`src/rtl/fpc_pkg.sv`:
```
`default_nettype none
package fpc_pkg;
  // Lane count and bus widths.
  localparam int NUM_LANES = 4;
  localparam int ADDR_W    = 8;
  localparam int DATA_W    = 32;
  localparam int IDX_W     = 6;
  localparam int IDX_LSB   = 2;
  // Register indices; the byte address is four times the index.
  localparam logic [IDX_W-1:0] IDX_CTRL   = 6'h00;
  localparam logic [IDX_W-1:0] IDX_STAT1  = 6'h01;
  localparam logic [IDX_W-1:0] IDX_STAT2  = 6'h08;
  localparam logic [IDX_W-1:0] IDX_TXDIS  = 6'h09;
  localparam logic [IDX_W-1:0] IDX_SIGDET = 6'h0a;
  // Field positions.
  localparam int BIT_RESET       = 15;
  localparam int BIT_AUTO_OFF    = 0;
  localparam int BIT_LOCAL_FAULT = 7;
  localparam int BIT_TX_FAULT    = 11;
  localparam int BIT_RX_FAULT    = 10;
  localparam int BIT_GLOBAL      = 0;
  localparam int BIT_LANE0       = 1;
  // Reset values.
  localparam logic [NUM_LANES-1:0] LANES_RST = 4'h0;
  localparam logic                 FLAG_RST  = 1'h0;
  localparam logic [DATA_W-1:0]    WORD_RST  = 32'h0000_0000;
endpackage
`default_nettype wire

```
`src/rtl/fpc_sync.sv`:
```
`default_nettype none
// Two-stage synchroniser for pin levels; only the second stage is read.
module fpc_sync #(
  parameter int W = 4
) (
  input  wire logic         pclk,
  input  wire logic         presetn,
  input  wire logic [W-1:0] pin_in,
  output logic      [W-1:0] sync_out
);
  logic [W-1:0] meta_q;  // First stage, read only by the second stage.
  logic [W-1:0] sync_q;  // Second stage, safe for logic.

  // Both stages clear to zero so nothing looks present before signal arrives.
  always_ff @(posedge pclk or negedge presetn) begin
    if (!presetn) begin
      meta_q <= '0;
      sync_q <= '0;
    end else begin
      meta_q <= pin_in;
      sync_q <= meta_q;
    end
  end

  assign sync_out = sync_q;
endmodule
`default_nettype wire

```
`src/rtl/fpc_lane_drv.sv`:
```
`default_nettype none
// One lane transmit driver stage with its own disable.
module fpc_lane_drv
  import fpc_pkg::*;
(
  input  wire logic pclk,
  input  wire logic presetn,
  input  wire logic srst,
  input  wire logic tx_bit,
  input  wire logic tx_off,
  output logic      pos_leg,
  output logic      neg_leg,
  output logic      drive_en
);
  logic pos_q, pos_d;  // Positive leg level.
  logic neg_q, neg_d;  // Negative leg level.
  logic en_q,  en_d;   // Driver enable.

  // A one bit puts the positive leg above the negative one; off quiets both.
  always_comb begin
    en_d  = ~tx_off;
    pos_d = tx_bit & ~tx_off;
    neg_d = ~tx_bit & ~tx_off;
    if (srst) begin
      en_d  = FLAG_RST;
      pos_d = FLAG_RST;
      neg_d = FLAG_RST;
    end
  end

  // Driver levels start silent so nothing reaches the cable during reset.
  always_ff @(posedge pclk or negedge presetn) begin
    if (!presetn) begin
      pos_q <= FLAG_RST;
      neg_q <= FLAG_RST;
      en_q  <= FLAG_RST;
    end else begin
      pos_q <= pos_d;
      neg_q <= neg_d;
      en_q  <= en_d;
    end
  end

  assign pos_leg  = pos_q;
  assign neg_leg  = neg_q;
  assign drive_en = en_q;

  // A live lane shows the bit on its positive leg one cycle later.
  property p_tx_bit;
    @(posedge pclk) disable iff (!presetn)
      (!tx_off && !srst) |=> (pos_leg == $past(tx_bit)) && (neg_leg != pos_leg);
  endproperty
  a_tx_bit: assert property (p_tx_bit) else $error("lane leg mismatch");

  // A disabled lane keeps both legs and its enable low.
  property p_tx_off;
    @(posedge pclk) disable iff (!presetn)
      tx_off |=> !drive_en && !pos_leg && !neg_leg;
  endproperty
  a_tx_off: assert property (p_tx_off) else $error("disabled lane drives");
endmodule
`default_nettype wire

```
`src/rtl/fpc_top.sv`:
```
// Register access over APB and the address map were decided locally.
`default_nettype none
// Four-lane copper medium control: lane data, signal detect, disables, faults.
module fpc_top
  import fpc_pkg::*;
(
  input  wire logic                        pclk,
  input  wire logic                        presetn,
  // APB register port.
  input  wire logic                        psel,
  input  wire logic                        penable,
  input  wire logic                        pwrite,
  input  wire logic [fpc_pkg::ADDR_W-1:0]  paddr,
  input  wire logic [fpc_pkg::DATA_W-1:0]  pwdata,
  output logic                             pready,
  output logic      [fpc_pkg::DATA_W-1:0]  prdata,
  output logic                             pslverr,
  // Transmit side.
  input  wire logic [fpc_pkg::NUM_LANES-1:0] lane_send_request,
  output logic      [fpc_pkg::NUM_LANES-1:0] lane_tx_positive_leg,
  output logic      [fpc_pkg::NUM_LANES-1:0] lane_tx_negative_leg,
  output logic      [fpc_pkg::NUM_LANES-1:0] lane_tx_drive_en,
  // Receive side pins.
  input  wire logic [fpc_pkg::NUM_LANES-1:0] rx_level_pin,
  input  wire logic [fpc_pkg::NUM_LANES-1:0] rx_power_pin,
  input  wire logic [fpc_pkg::NUM_LANES-1:0] tx_fault_pin,
  input  wire logic [fpc_pkg::NUM_LANES-1:0] rx_fault_pin,
  // Toward the attachment sublayer.
  output logic      [fpc_pkg::NUM_LANES-1:0] lane_receive_notice,
  output logic                               all_lanes_signal_status,
  output logic                               signal_change_notice,
  output logic      [fpc_pkg::NUM_LANES-1:0] lane_signal_present,
  // Control and status levels.
  output logic                               all_lanes_tx_off,
  output logic      [fpc_pkg::NUM_LANES-1:0] lane_tx_off,
  output logic                               sublayer_reset_ctl,
  output logic                               local_fault_flag,
  output logic                               tx_path_fault_flag,
  output logic                               rx_path_fault_flag
);
  import fpc_pkg::*;

  // Synchronised pin levels.
  logic [NUM_LANES-1:0] rx_level_s;  // Received data comparators.
  logic [NUM_LANES-1:0] rx_power_s;  // Power detectors.
  logic [NUM_LANES-1:0] tx_fault_s;  // Driver fault monitors.
  logic [NUM_LANES-1:0] rx_fault_s;  // Receiver fault monitors.

  // Every pin crosses two flip-flops before any logic looks at it.
  fpc_sync #(.W(NUM_LANES)) u_sync_lvl (
    .pclk     (pclk),
    .presetn  (presetn),
    .pin_in   (rx_level_pin),
    .sync_out (rx_level_s)
  );
  fpc_sync #(.W(NUM_LANES)) u_sync_pwr (
    .pclk     (pclk),
    .presetn  (presetn),
    .pin_in   (rx_power_pin),
    .sync_out (rx_power_s)
  );
  fpc_sync #(.W(NUM_LANES)) u_sync_txf (
    .pclk     (pclk),
    .presetn  (presetn),
    .pin_in   (tx_fault_pin),
    .sync_out (tx_fault_s)
  );
  fpc_sync #(.W(NUM_LANES)) u_sync_rxf (
    .pclk     (pclk),
    .presetn  (presetn),
    .pin_in   (rx_fault_pin),
    .sync_out (rx_fault_s)
  );

  // Bus decode.
  logic             acc_wr;   // Write access phase.
  logic             acc_rd;   // Read access phase.
  logic             setup;    // Setup phase, used to latch read data.
  logic [IDX_W-1:0] idx;      // Register index from the address.
  logic             hit;      // Address maps to a register.
  logic [IDX_W-1:0] rd_idx;   // Same index, named for the read mux.

  assign setup  = psel & ~penable;
  assign acc_wr = psel & penable & pwrite;
  assign acc_rd = psel & penable & ~pwrite;
  assign idx    = paddr[IDX_LSB +: IDX_W];
  assign rd_idx = idx;
  assign hit    = (idx == IDX_CTRL) || (idx == IDX_STAT1) || (idx == IDX_STAT2)
                  || (idx == IDX_TXDIS) || (idx == IDX_SIGDET);

  // The slave never stretches; unmapped addresses answer with an error.
  assign pready  = 1'b1;
  assign pslverr = psel & penable & ~hit;

  // Control and status state.
  logic                 srst_q, srst_d;          // Self-clearing sublayer reset.
  logic                 auto_q, auto_d;          // Fault turns drivers off.
  logic                 gdis_q, gdis_d;          // Global transmit off.
  logic [NUM_LANES-1:0] ldis_q, ldis_d;          // Per-lane transmit off.
  logic                 lflt_q, lflt_d;          // Latched local fault.
  logic                 tflt_q, tflt_d;          // Latched transmit fault.
  logic                 rflt_q, rflt_d;          // Latched receive fault.
  logic [NUM_LANES-1:0] rxd_q,  rxd_d;           // Delivered receive bits.
  logic [NUM_LANES-1:0] pres_q, pres_d;          // Per-lane signal present.
  logic                 glob_q, glob_d;          // Global signal status.
  logic                 chg_q,  chg_d;           // One-cycle change pulse.
  logic [DATA_W-1:0]    rdat_q, rdat_d;          // Read data register.
  logic [DATA_W-1:0]    rd_word;                 // Read mux output.
  logic                 tx_evt, rx_evt, any_evt; // Live fault events.

  // Fault events are the synchronised monitor levels.
  assign tx_evt  = |tx_fault_s;
  assign rx_evt  = |rx_fault_s;
  assign any_evt = tx_evt | rx_evt;

  // Read mux; reserved bits read as zero.
  always_comb begin
    rd_word = WORD_RST;
    unique case (rd_idx)
      IDX_CTRL: begin
        rd_word[BIT_RESET]    = srst_q;
        rd_word[BIT_AUTO_OFF] = auto_q;
      end
      IDX_STAT1: begin
        rd_word[BIT_LOCAL_FAULT] = lflt_q;
      end
      IDX_STAT2: begin
        rd_word[BIT_TX_FAULT] = tflt_q;
        rd_word[BIT_RX_FAULT] = rflt_q;
      end
      IDX_TXDIS: begin
        rd_word[BIT_GLOBAL]                  = gdis_q;
        rd_word[BIT_LANE0 +: NUM_LANES]      = ldis_q;
      end
      IDX_SIGDET: begin
        rd_word[BIT_GLOBAL]                  = glob_q;
        rd_word[BIT_LANE0 +: NUM_LANES]      = pres_q;
      end
      default: begin
        rd_word = WORD_RST;
      end
    endcase
  end

  // Next values of the management registers. Hardware sets win over
  // software writes and over read-clears in the same cycle; a fault only in a flag read's setup cycle is cleared unread.
  always_comb begin
    srst_d = acc_wr && (idx == IDX_CTRL) && pwdata[BIT_RESET];
    auto_d = auto_q;
    gdis_d = gdis_q;
    ldis_d = ldis_q;
    if (acc_wr && (idx == IDX_CTRL)) begin
      auto_d = pwdata[BIT_AUTO_OFF];
    end
    // Software is the means of disabling each lane on its own.
    if (acc_wr && (idx == IDX_TXDIS)) begin
      gdis_d = pwdata[BIT_GLOBAL];
      ldis_d = pwdata[BIT_LANE0 +: NUM_LANES];
    end
    // Optional automatic shutdown on a local fault.
    if (auto_q && any_evt) begin
      gdis_d = 1'b1;
      ldis_d = {NUM_LANES{1'b1}};
    end
    // Status flags latch high and clear when read.
    lflt_d = ((acc_rd && idx == IDX_STAT1) ? FLAG_RST : lflt_q) | any_evt;
    tflt_d = ((acc_rd && idx == IDX_STAT2) ? FLAG_RST : tflt_q) | tx_evt;
    rflt_d = ((acc_rd && idx == IDX_STAT2) ? FLAG_RST : rflt_q) | rx_evt;
    // Sublayer reset clears control; a live fault still sets its flag.
    if (srst_q) begin
      auto_d = FLAG_RST;
      gdis_d = FLAG_RST;
      ldis_d = LANES_RST;
      lflt_d = any_evt;
      tflt_d = tx_evt;
      rflt_d = rx_evt;
    end
    // Read data is captured in setup so it stands through access.
    rdat_d = setup ? rd_word : rdat_q;
  end

  // Management registers.
  always_ff @(posedge pclk or negedge presetn) begin
    if (!presetn) begin
      srst_q <= FLAG_RST;
      auto_q <= FLAG_RST;
      gdis_q <= FLAG_RST;
      ldis_q <= LANES_RST;
      lflt_q <= FLAG_RST;
      tflt_q <= FLAG_RST;
      rflt_q <= FLAG_RST;
      rdat_q <= WORD_RST;
    end else begin
      srst_q <= srst_d;
      auto_q <= auto_d;
      gdis_q <= gdis_d;
      ldis_q <= ldis_d;
      lflt_q <= lflt_d;
      tflt_q <= tflt_d;
      rflt_q <= rflt_d;
      rdat_q <= rdat_d;
    end
  end

  // Receive path and signal detect. A lane is present when its power
  // detector says so; no check of signal compliance is made, which the
  // partner must keep in mind when status reads OK on a poor link.
  always_comb begin
    rxd_d  = rx_level_s;
    pres_d = rx_power_s;
    glob_d = &pres_d;
    chg_d  = glob_d ^ glob_q;
    if (srst_q) begin
      pres_d = LANES_RST;
      glob_d = FLAG_RST;
      chg_d  = glob_q;
    end
  end

  // Receive bits are not reset by the sublayer reset: they carry no state,
  // and the partner ignores them while status reads FAIL.
  always_ff @(posedge pclk or negedge presetn) begin
    if (!presetn) begin
      rxd_q  <= LANES_RST;
      pres_q <= LANES_RST;
      glob_q <= FLAG_RST;
      chg_q  <= FLAG_RST;
    end else begin
      rxd_q  <= rxd_d;
      pres_q <= pres_d;
      glob_q <= glob_d;
      chg_q  <= chg_d;
    end
  end

  // One driver stage per lane, silenced by either disable.
  genvar gi;
  generate
    for (gi = 0; gi < NUM_LANES; gi++) begin : g_lane
      fpc_lane_drv u_drv (
        .pclk     (pclk),
        .presetn  (presetn),
        .srst     (srst_q),
        .tx_bit   (lane_send_request[gi]),
        .tx_off   (gdis_q | ldis_q[gi]),
        .pos_leg  (lane_tx_positive_leg[gi]),
        .neg_leg  (lane_tx_negative_leg[gi]),
        .drive_en (lane_tx_drive_en[gi])
      );
    end
  endgenerate

  // Outputs.
  assign prdata                  = rdat_q;
  assign lane_receive_notice     = rxd_q;
  assign lane_signal_present     = pres_q;
  assign all_lanes_signal_status = glob_q;
  assign signal_change_notice    = chg_q;
  assign all_lanes_tx_off        = gdis_q;
  assign lane_tx_off             = ldis_q;
  assign sublayer_reset_ctl      = srst_q;
  assign local_fault_flag        = lflt_q;
  assign tx_path_fault_flag      = tflt_q;
  assign rx_path_fault_flag      = rflt_q;

  // Received bits reach the partner three cycles after the pin, unchanged.
  property p_rx_order;
    @(posedge pclk) disable iff (!presetn)
      $past(presetn, 3) |-> lane_receive_notice == $past(rx_level_pin, 3);
  endproperty
  a_rx_order: assert property (p_rx_order) else $error("rx lane bit wrong");

  // Global status is the AND of the lane detects, except in the cycle after a sublayer reset.
  property p_glob_and;
    @(posedge pclk) disable iff (!presetn)
      ($past(presetn, 3) && !$past(srst_q)) |-> all_lanes_signal_status == &$past(rx_power_pin, 3);
  endproperty
  a_glob_and: assert property (p_glob_and) else $error("global status not AND");

  // Every change of global status comes with a change pulse.
  property p_chg_pulse;
    @(posedge pclk) disable iff (!presetn)
      $changed(all_lanes_signal_status) |-> signal_change_notice;
  endproperty
  a_chg_pulse: assert property (p_chg_pulse) else $error("missing change pulse");

  // No change pulse without a change.
  property p_chg_only;
    @(posedge pclk) disable iff (!presetn)
      signal_change_notice |-> $changed(all_lanes_signal_status);
  endproperty
  a_chg_only: assert property (p_chg_only) else $error("spurious change pulse");

  // Lane detects follow the power pins with a three-cycle lag.
  property p_lane_det;
    @(posedge pclk) disable iff (!presetn)
      ($past(presetn, 3) && !$past(srst_q)) |-> lane_signal_present == $past(rx_power_pin, 3);
  endproperty
  a_lane_det: assert property (p_lane_det) else $error("lane detect lag");

  // Global off silences every driver one cycle later.
  property p_all_off;
    @(posedge pclk) disable iff (!presetn)
      all_lanes_tx_off |=> lane_tx_drive_en == LANES_RST;
  endproperty
  a_all_off: assert property (p_all_off) else $error("driver on under global off");

  // A fault event is latched on the next edge.
  property p_fault_set;
    @(posedge pclk) disable iff (!presetn)
      any_evt |=> local_fault_flag && (!$past(tx_evt) || tx_path_fault_flag);
  endproperty
  a_fault_set: assert property (p_fault_set) else $error("fault not latched");

  // Sublayer reset clears control and one cycle on the drivers.
  property p_srst;
    @(posedge pclk) disable iff (!presetn)
      sublayer_reset_ctl |=> !sublayer_reset_ctl && !all_lanes_tx_off && !(|lane_tx_drive_en)
                             && (local_fault_flag == $past(any_evt));
  endproperty
  a_srst: assert property (p_srst) else $error("sublayer reset ignored");

  // With automatic shutdown on, a fault turns all lanes off.
  property p_auto;
    @(posedge pclk) disable iff (!presetn)
      (auto_q && any_evt && !srst_q) |=> all_lanes_tx_off && (&lane_tx_off);
  endproperty
  a_auto: assert property (p_auto) else $error("fault did not disable");
endmodule
`default_nettype wire

```
`config.mk`:
```
export PLATFORM = sky130hd
export DESIGN_NAME = fpc_top
export DESIGN_NICKNAME = d
export VERILOG_FILES = /design/src/rtl/fpc_pkg.sv /design/src/rtl/fpc_sync.sv /design/src/rtl/fpc_lane_drv.sv /design/src/rtl/fpc_top.sv
export SDC_FILE = /design/constraint.sdc
export NUM_CORES = 1
export LEC_CHECK = 0
export ABC_AREA = 1
export BUFFER_PORTS_ARGS = -buffer_cell sky130_fd_sc_hd__buf_2
export CORE_AREA = 5 5 78 95
export DETAILED_ROUTE_END_ITERATION = 8
export DIE_AREA = 0 0 83 100
export GPL_TIMING_DRIVEN = 0
export PLACE_DENSITY = 0.77
export SETUP_SLACK_MARGIN = 0.4
export SLEW_MARGIN = 40
export SYNTH_ARGS = -nofsm -noshare
export SYNTH_HDL_FRONTEND = slang
export SYNTH_SLANG_ARGS = --single-unit
```
`constraint.sdc`:
```
create_clock -name pclk -period 1.25 [get_ports pclk]
set_input_delay 0.125 -clock pclk [delete_from_list [all_inputs] [get_ports pclk]]
set_output_delay 0.125 -clock pclk [all_outputs]
set_load 0.02 [all_outputs]
```
# Word-level counts from Yosys, hierarchy flattened
# Index checks and enable logic that the tools add are counted.
# Widths: inputs -> output; s select.
dict set report totals {
  wordCells 119
  out_inout_bits 65
  regBits 73
}
dict set report op_classes {
  n_mux 34
  eq_ne 4
  n_reduce_logical 16
  bitwise_logic 33
}
# op count
set op_table {}
lappend op_table {{$mux 1} 27}
lappend op_table {{$eq 6x4->1 const B} 3}
lappend op_table {{$mux 4} 4}
lappend op_table {{$and 1x1->1} 13}
lappend op_table {{$not 1->1} 11}
lappend op_table {{$or 1x1->1} 8}
lappend op_table {{$pmux 4 s2} 1}
lappend op_table {{$reduce_or 4->1} 2}
lappend op_table {{$eq 6x1->1 const B} 1}
lappend op_table {{$logic_and 1x1->1} 6}
lappend op_table {{$logic_not 6->1} 1}
lappend op_table {{$logic_or 1x1->1} 4}
lappend op_table {{$reduce_and 4->1} 1}
lappend op_table {{$pmux 1 s3} 1}
lappend op_table {{$reduce_bool 3->1} 1}
lappend op_table {{$mux 2} 1}
lappend op_table {{$reduce_bool 2->1} 1}
lappend op_table {{$xor 1x1->1} 1}

# Longest topological paths before layout
dict set report depth {
  depth_word 7
  depth_mapped 8
  depth_no_buf 8
}

# Hierarchy
# From an unflattened synthesis, not the netlist that was laid out.
dict set report hier_totals {
  cells_unflattened 260
  hier_area_um2 2795.2
}
# mod area_per_inst_um2 instances cells_per_inst seq_area_each_um2
set by_module_without_submodules {}
lappend by_module_without_submodules {fpc_top 1579.0 1 188 725.7}
lappend by_module_without_submodules {fpc_sync 200.2 4 8 200.2}
lappend by_module_without_submodules {fpc_lane_drv 103.8 4 10 75.1}

# Least setup slack after synthesis
# OpenSTA, ideal clock, no wires.
dict set report synth_timing {
  path_kind {reg-to-reg}
  startpoint {reg srst_q, in the netlist sublayer_reset_ctl}
  endpoint {reg g_lane[0].u_drv.pos_q}
  period_less_slack_ns 1.197
  stages_incl_launch_ff 5
  setup_ns 0.080
  setup_slack_ns 0.053
  required_ns 1.170
  arrival_time_ns 1.117
  cell_sequence {dfrtp_1 -> buf_6 -> or2_1 -> buf_6 -> nor3b_2}
}
dict set report synth_via {
  elab_chain_cells 1
}
# element line
set synth_lines {}
lappend synth_lines {{from (decl)} fpc_top.sv:96} ;# logic srst_q, srst_d;
lappend synth_lines {{from (signal assigned)} fpc_top.sv:194} ;# srst_q <= srst_d;
lappend synth_lines {{$mux 1} fpc_lane_drv.sv:24} ;# if (srst) begin
lappend synth_lines {{via g_lane[0].u_drv.pos_d} fpc_lane_drv.sv:15} ;# logic pos_q, pos_d;
lappend synth_lines {{to (signal assigned)} fpc_lane_drv.sv:38} ;# pos_q <= pos_d;
lappend synth_lines {{to (decl)} fpc_lane_drv.sv:15}
# The timed path passes the listed nets, and every way through them passes these cells.
# A chain may end at the register's enable or synchronous reset.

# Worst setup path in the final report
dict set report layout_timing {
  startpoint {reg u_sync_rxf.sync_q[0], in the netlist u_sync_rxf.sync_out[0]}
  endpoint {reg ldis_q[2], in the netlist lane_tx_off[2]}
}
dict set report layout_via {
  elab_chain_cells 5
  elab_cells_between_ends 6
}
# element line
set layout_lines {}
lappend layout_lines {{from (decl)} fpc_sync.sv:12} ;# logic [W-1:0] sync_q;
lappend layout_lines {{from (signal assigned)} fpc_sync.sv:21} ;# sync_q <= meta_q;
lappend layout_lines {{$reduce_or 4->1 (*)} fpc_top.sv:113} ;# assign rx_evt = |rx_fault_s;
lappend layout_lines {{$or 1x1->1 (*)} fpc_top.sv:114} ;# assign any_evt = tx_evt | rx_evt;
lappend layout_lines {{$logic_and 1x1->1 (*)} fpc_top.sv:161} ;# if (auto_q && any_evt) begin
lappend layout_lines {{$mux 4} fpc_top.sv:161}
lappend layout_lines {{$mux 4} fpc_top.sv:170} ;# if (srst_q) begin
lappend layout_lines {{to (signal assigned)} fpc_top.sv:197} ;# ldis_q <= ldis_d;
lappend layout_lines {{to (decl)} fpc_top.sv:99} ;# logic [NUM_LANES-1:0] ldis_q, ldis_d;
# Every way passes the cells marked *; elsewhere a longest branch is shown, timed or not.

==> out/results.tsv <==
metric	value	unit
num_rows	32	
synth_area	2850	sq um
vdd_drop_max	0.0008923	V
clk_latency	0.35	ns
crit_path_end_kind	flip-flop	
dr_wl_met2	4.877	mm
dp.cells	438	
gp_congestion	0.8219	
globalRouteTotalUtil	19.17	%
tritoncts.num_buffers	9	
min_period_over_period	102.9	%
worst-path-max-fanout	7	
fp.dieArea	8300	sq um
port_buffers	77	
crit_type	reg2reg	
powerDensity	1573	nW/um^2
htree_num_levels	3	
worstPathCellList	nor2_2 -> nand2_2 -> o21ai_4 -> nand3_4 -> nor2_2 -> nor2_1	
whs	0.08907	ns
clkPwrFrac	29.7	%
cts.clk_slew.worst_paths	0.08	ns
drtIter0Drc	277	
ys_seq_area_share	64.09	%
clockRootBuffer	clkbuf_8	
internal_power	5.447	mW
leakage	2.491	nW
io-pin-count	130	
post_drt_wl_per_cell	16.79	microns
synth_area_per_cell	11.27	sq um
coreArea	6326	sq um
drc	0	
fin_crit	1.286	ns
via_per_inst	4.781	
ant_nets	0	
seq_power_share	37.1	%
cpMaxStageDelayCell	dfrtp_1	
die_width	83	microns
startpoint_type	flip-flop	
netlist_instances	253	
synthDistinctLibCells	31	
p_sw_share	30.11	%
setup_viol	7	
finalHoldViolCount	0	
drive_above_1_share	56.02	%
overflow	0	
slew_viol_final	0	
worst_ep_required_time	1.50	ns
grt_pass1_vias	2506	
num_antenna_cells	0	
grt_pass1_wl	12.38	mm
cap_violations	0	
finalPower	7.794	mW
grt_max_degree	59	
min_path_type	in2reg	
status	finished with violations	
layout_setup_ws	-0.03635	ns
ys_ff_latch	73	
dp_hpwl	4.282	mm
r2r_end	lane_tx_off[2]$_DFFE_PN0P_	
rsz0062_at_grt	true	
syn2layout_area_growth	73.79	%
cp-endpoint	lane_tx_off[2]$_DFFE_PN0P_	
cp.arrival	1.53	ns
violations	setup timing	
r2r_slack	-0.04	ns
cp-startpoint	u_sync_rxf.sync_out[0]$_DFF_PN0_	
cpPeakStageDelay	0.38	ns
nets	492	
utilization	78.30	%
dr.max_layer_used	met4	
detail_route.first_pass.iterations	4	
initial_core_util	45.06	%
vias	2472	
clock_path_buffers	2	
met1_length	2.960	mm
reg2reg_depth	6	
dr_wl_met3	580	microns
pwr-share-comb	33.2	%
wl	8.678	mm
yosys_warnings	0	
fin_cells	517	
cts_tree	yes	
fmax	0.7774	GHz
p_sw	2.347	mW
cts.sinks	73	
cpMostUsedCell	nor2_2	
largest_reg_flops	9	
antenna_found_initial	0	
r2r-start	u_sync_rxf.sync_out[0]$_DFF_PN0_	
skew	0.02257	ns
die_h	100	microns
cell type report:
cell class                      instances  area [sq um]
Sequential cell                        73          1829
Fill cell                             363          1373
Timing Repair Buffer                  141          1315
Multi-Input combinational cell        142          1002
Buffer                                 39         350.3
Clock buffer                           12         155.1
Tap cell                               85         106.4
Clock inverter                          4         98.84
Inverter                               21         96.34
stage by stage:
step                      TNS [ns]  setup slack, ns  area, sq um
final                      -0.1309         -0.03635         4954
after global placement      -21.73          -0.4225         3432
after global routing       -0.6411          -0.1192         4954
after CTS                 -0.01385         -0.01054         4702
after detailed placement  -0.04490         -0.04490         3466
after floorplan                  0          0.09059         2940
cell usage after synthesis:
cell | instances | area share, %
o21ai_2 | 1 | 0.31
o2111a_1 | 1 | 0.40
nor2_2 | 5 | 1.1
nor2_4 | 2 | 0.79
dfrtp_1 | 73 | 64
nand2_2 | 3 | 0.66
nand3_1 | 19 | 3.3
nand3_4 | 2 | 1.2
or2_1 | 1 | 0.22
buf_6 | 2 | 0.79
nor3_1 | 4 | 0.70
conb_1 | 2 | 0.26
o31ai_1 | 1 | 0.26
nor3b_1 | 2 | 0.53
o21ai_4 | 1 | 0.57
nor2_8 | 1 | 0.70
o21ai_0 | 4 | 0.70
nor3_2 | 1 | 0.35
buf_2 | 1 | 0.18
a21oi_1 | 6 | 1.1
inv_2 | 1 | 0.13
inv_1 | 19 | 2.5
a31oi_1 | 1 | 0.22
nor2_1 | 24 | 3.2
nand2_1 | 32 | 4.2
clkinv_1 | 1 | 0.13
buf_4 | 36 | 9.5
xor2_1 | 1 | 0.31
o21ai_1 | 3 | 0.53
nand4_1 | 1 | 0.22
nor3b_2 | 2 | 0.88
how the worst min path moves through the flow:
stage | depth (start not counted) | end | startpoint | slack [ns]
6_report | 4 | prdata[7]$_DFFE_PN0P_ | paddr[7] | 0.09
5_1_grt | 4 | prdata[7]$_DFFE_PN0P_ | paddr[6] | 0.1
4_1_cts | 4 | prdata[7]$_DFFE_PN0P_ | paddr[6] | 0.09
3_5_place_dp | 1 | g_lane[2].u_drv.drive_en$_DFF_PN0_ | presetn | -0.03
3_3_place_gp | 1 | u_sync_lvl.meta_q[2]$_DFF_PN0_ | rx_level_pin[2] | 0.23
2_1_floorplan | 0 | all_lanes_signal_status$_DFF_PN0_ | presetn | -0.17
critical path: cells and delay by family, from the launching register on:
family | cells | cell delay [ns]
and+or+nand+nor | 5 | 0.52
DFF | 1 | 0.38
AOI/OAI and AO/OA | 1 | 0.29
cells in the final DEF (no fill, tap or decap), types with 4 or more instances in the layout:
cell type | Yosys | final
buf_2 | 1 | 33
buf_4 | 36 | 50
buf_6 | 2 | 67
buf_8 | 0 | 5
clkbuf_8 | 0 | 11
conb_1 | 2 | 24
dfrtp_1 | 73 | 71
dlygate4sd3_1 | 0 | 22
inv_1 | 19 | 15
nand2_1 | 32 | 24
nand2_2 | 3 | 6
nand2_4 | 0 | 5
nand3_1 | 19 | 13
nand3_2 | 0 | 4
nand3_4 | 2 | 4
nor2_1 | 24 | 9
nor2_2 | 5 | 13
nor2_4 | 2 | 9
nor3_4 | 0 | 4
o21ai_2 | 1 | 4
power groups by stage:
stage	logic, mW	registers [mW]	clock network (mW)
after detailed placement	1.36	2.88	0
final	2.59	2.90	2.31
after floorplan	0.795	2.97	0
after CTS	2.21	2.85	2.31
after global routing	2.71	2.92	2.44
after global placement	1.32	2.86	0
layer usage:
metal	global-route usage (%)	vias to the layer above
met5	0	-
li1	-	1092
met2	36.98	144
met3	4.762	28
met1	19.23	1208
met4	8.805	0
what timing repair did:
action                                  CTS  global route
hold buffers                             22             0
gates resized for setup                 151            40
buffers inserted                         30            10
hold endpoints to repair                 94             0
cloned                                    1             0
endpoints found under the setup margin   64            74
pin swaps                                25            20
cells by family (layout without fill, tap and decap cells):
group / Yosys count / in the layout / share of synthesized area, %
AOI/OAI and AO/OA: 18 / 18 / 4.039
other: 2 / 24 / 0.2635
buffers and inverters: 60 / 217 / 13.21
xor gates and xnor gates: 1 / 1 / 0.3073
DFF: 73 / 73 / 64.09
and+or+nand+nor: 99 / 99 / 18.09
(Power assumes the default switching activity.)
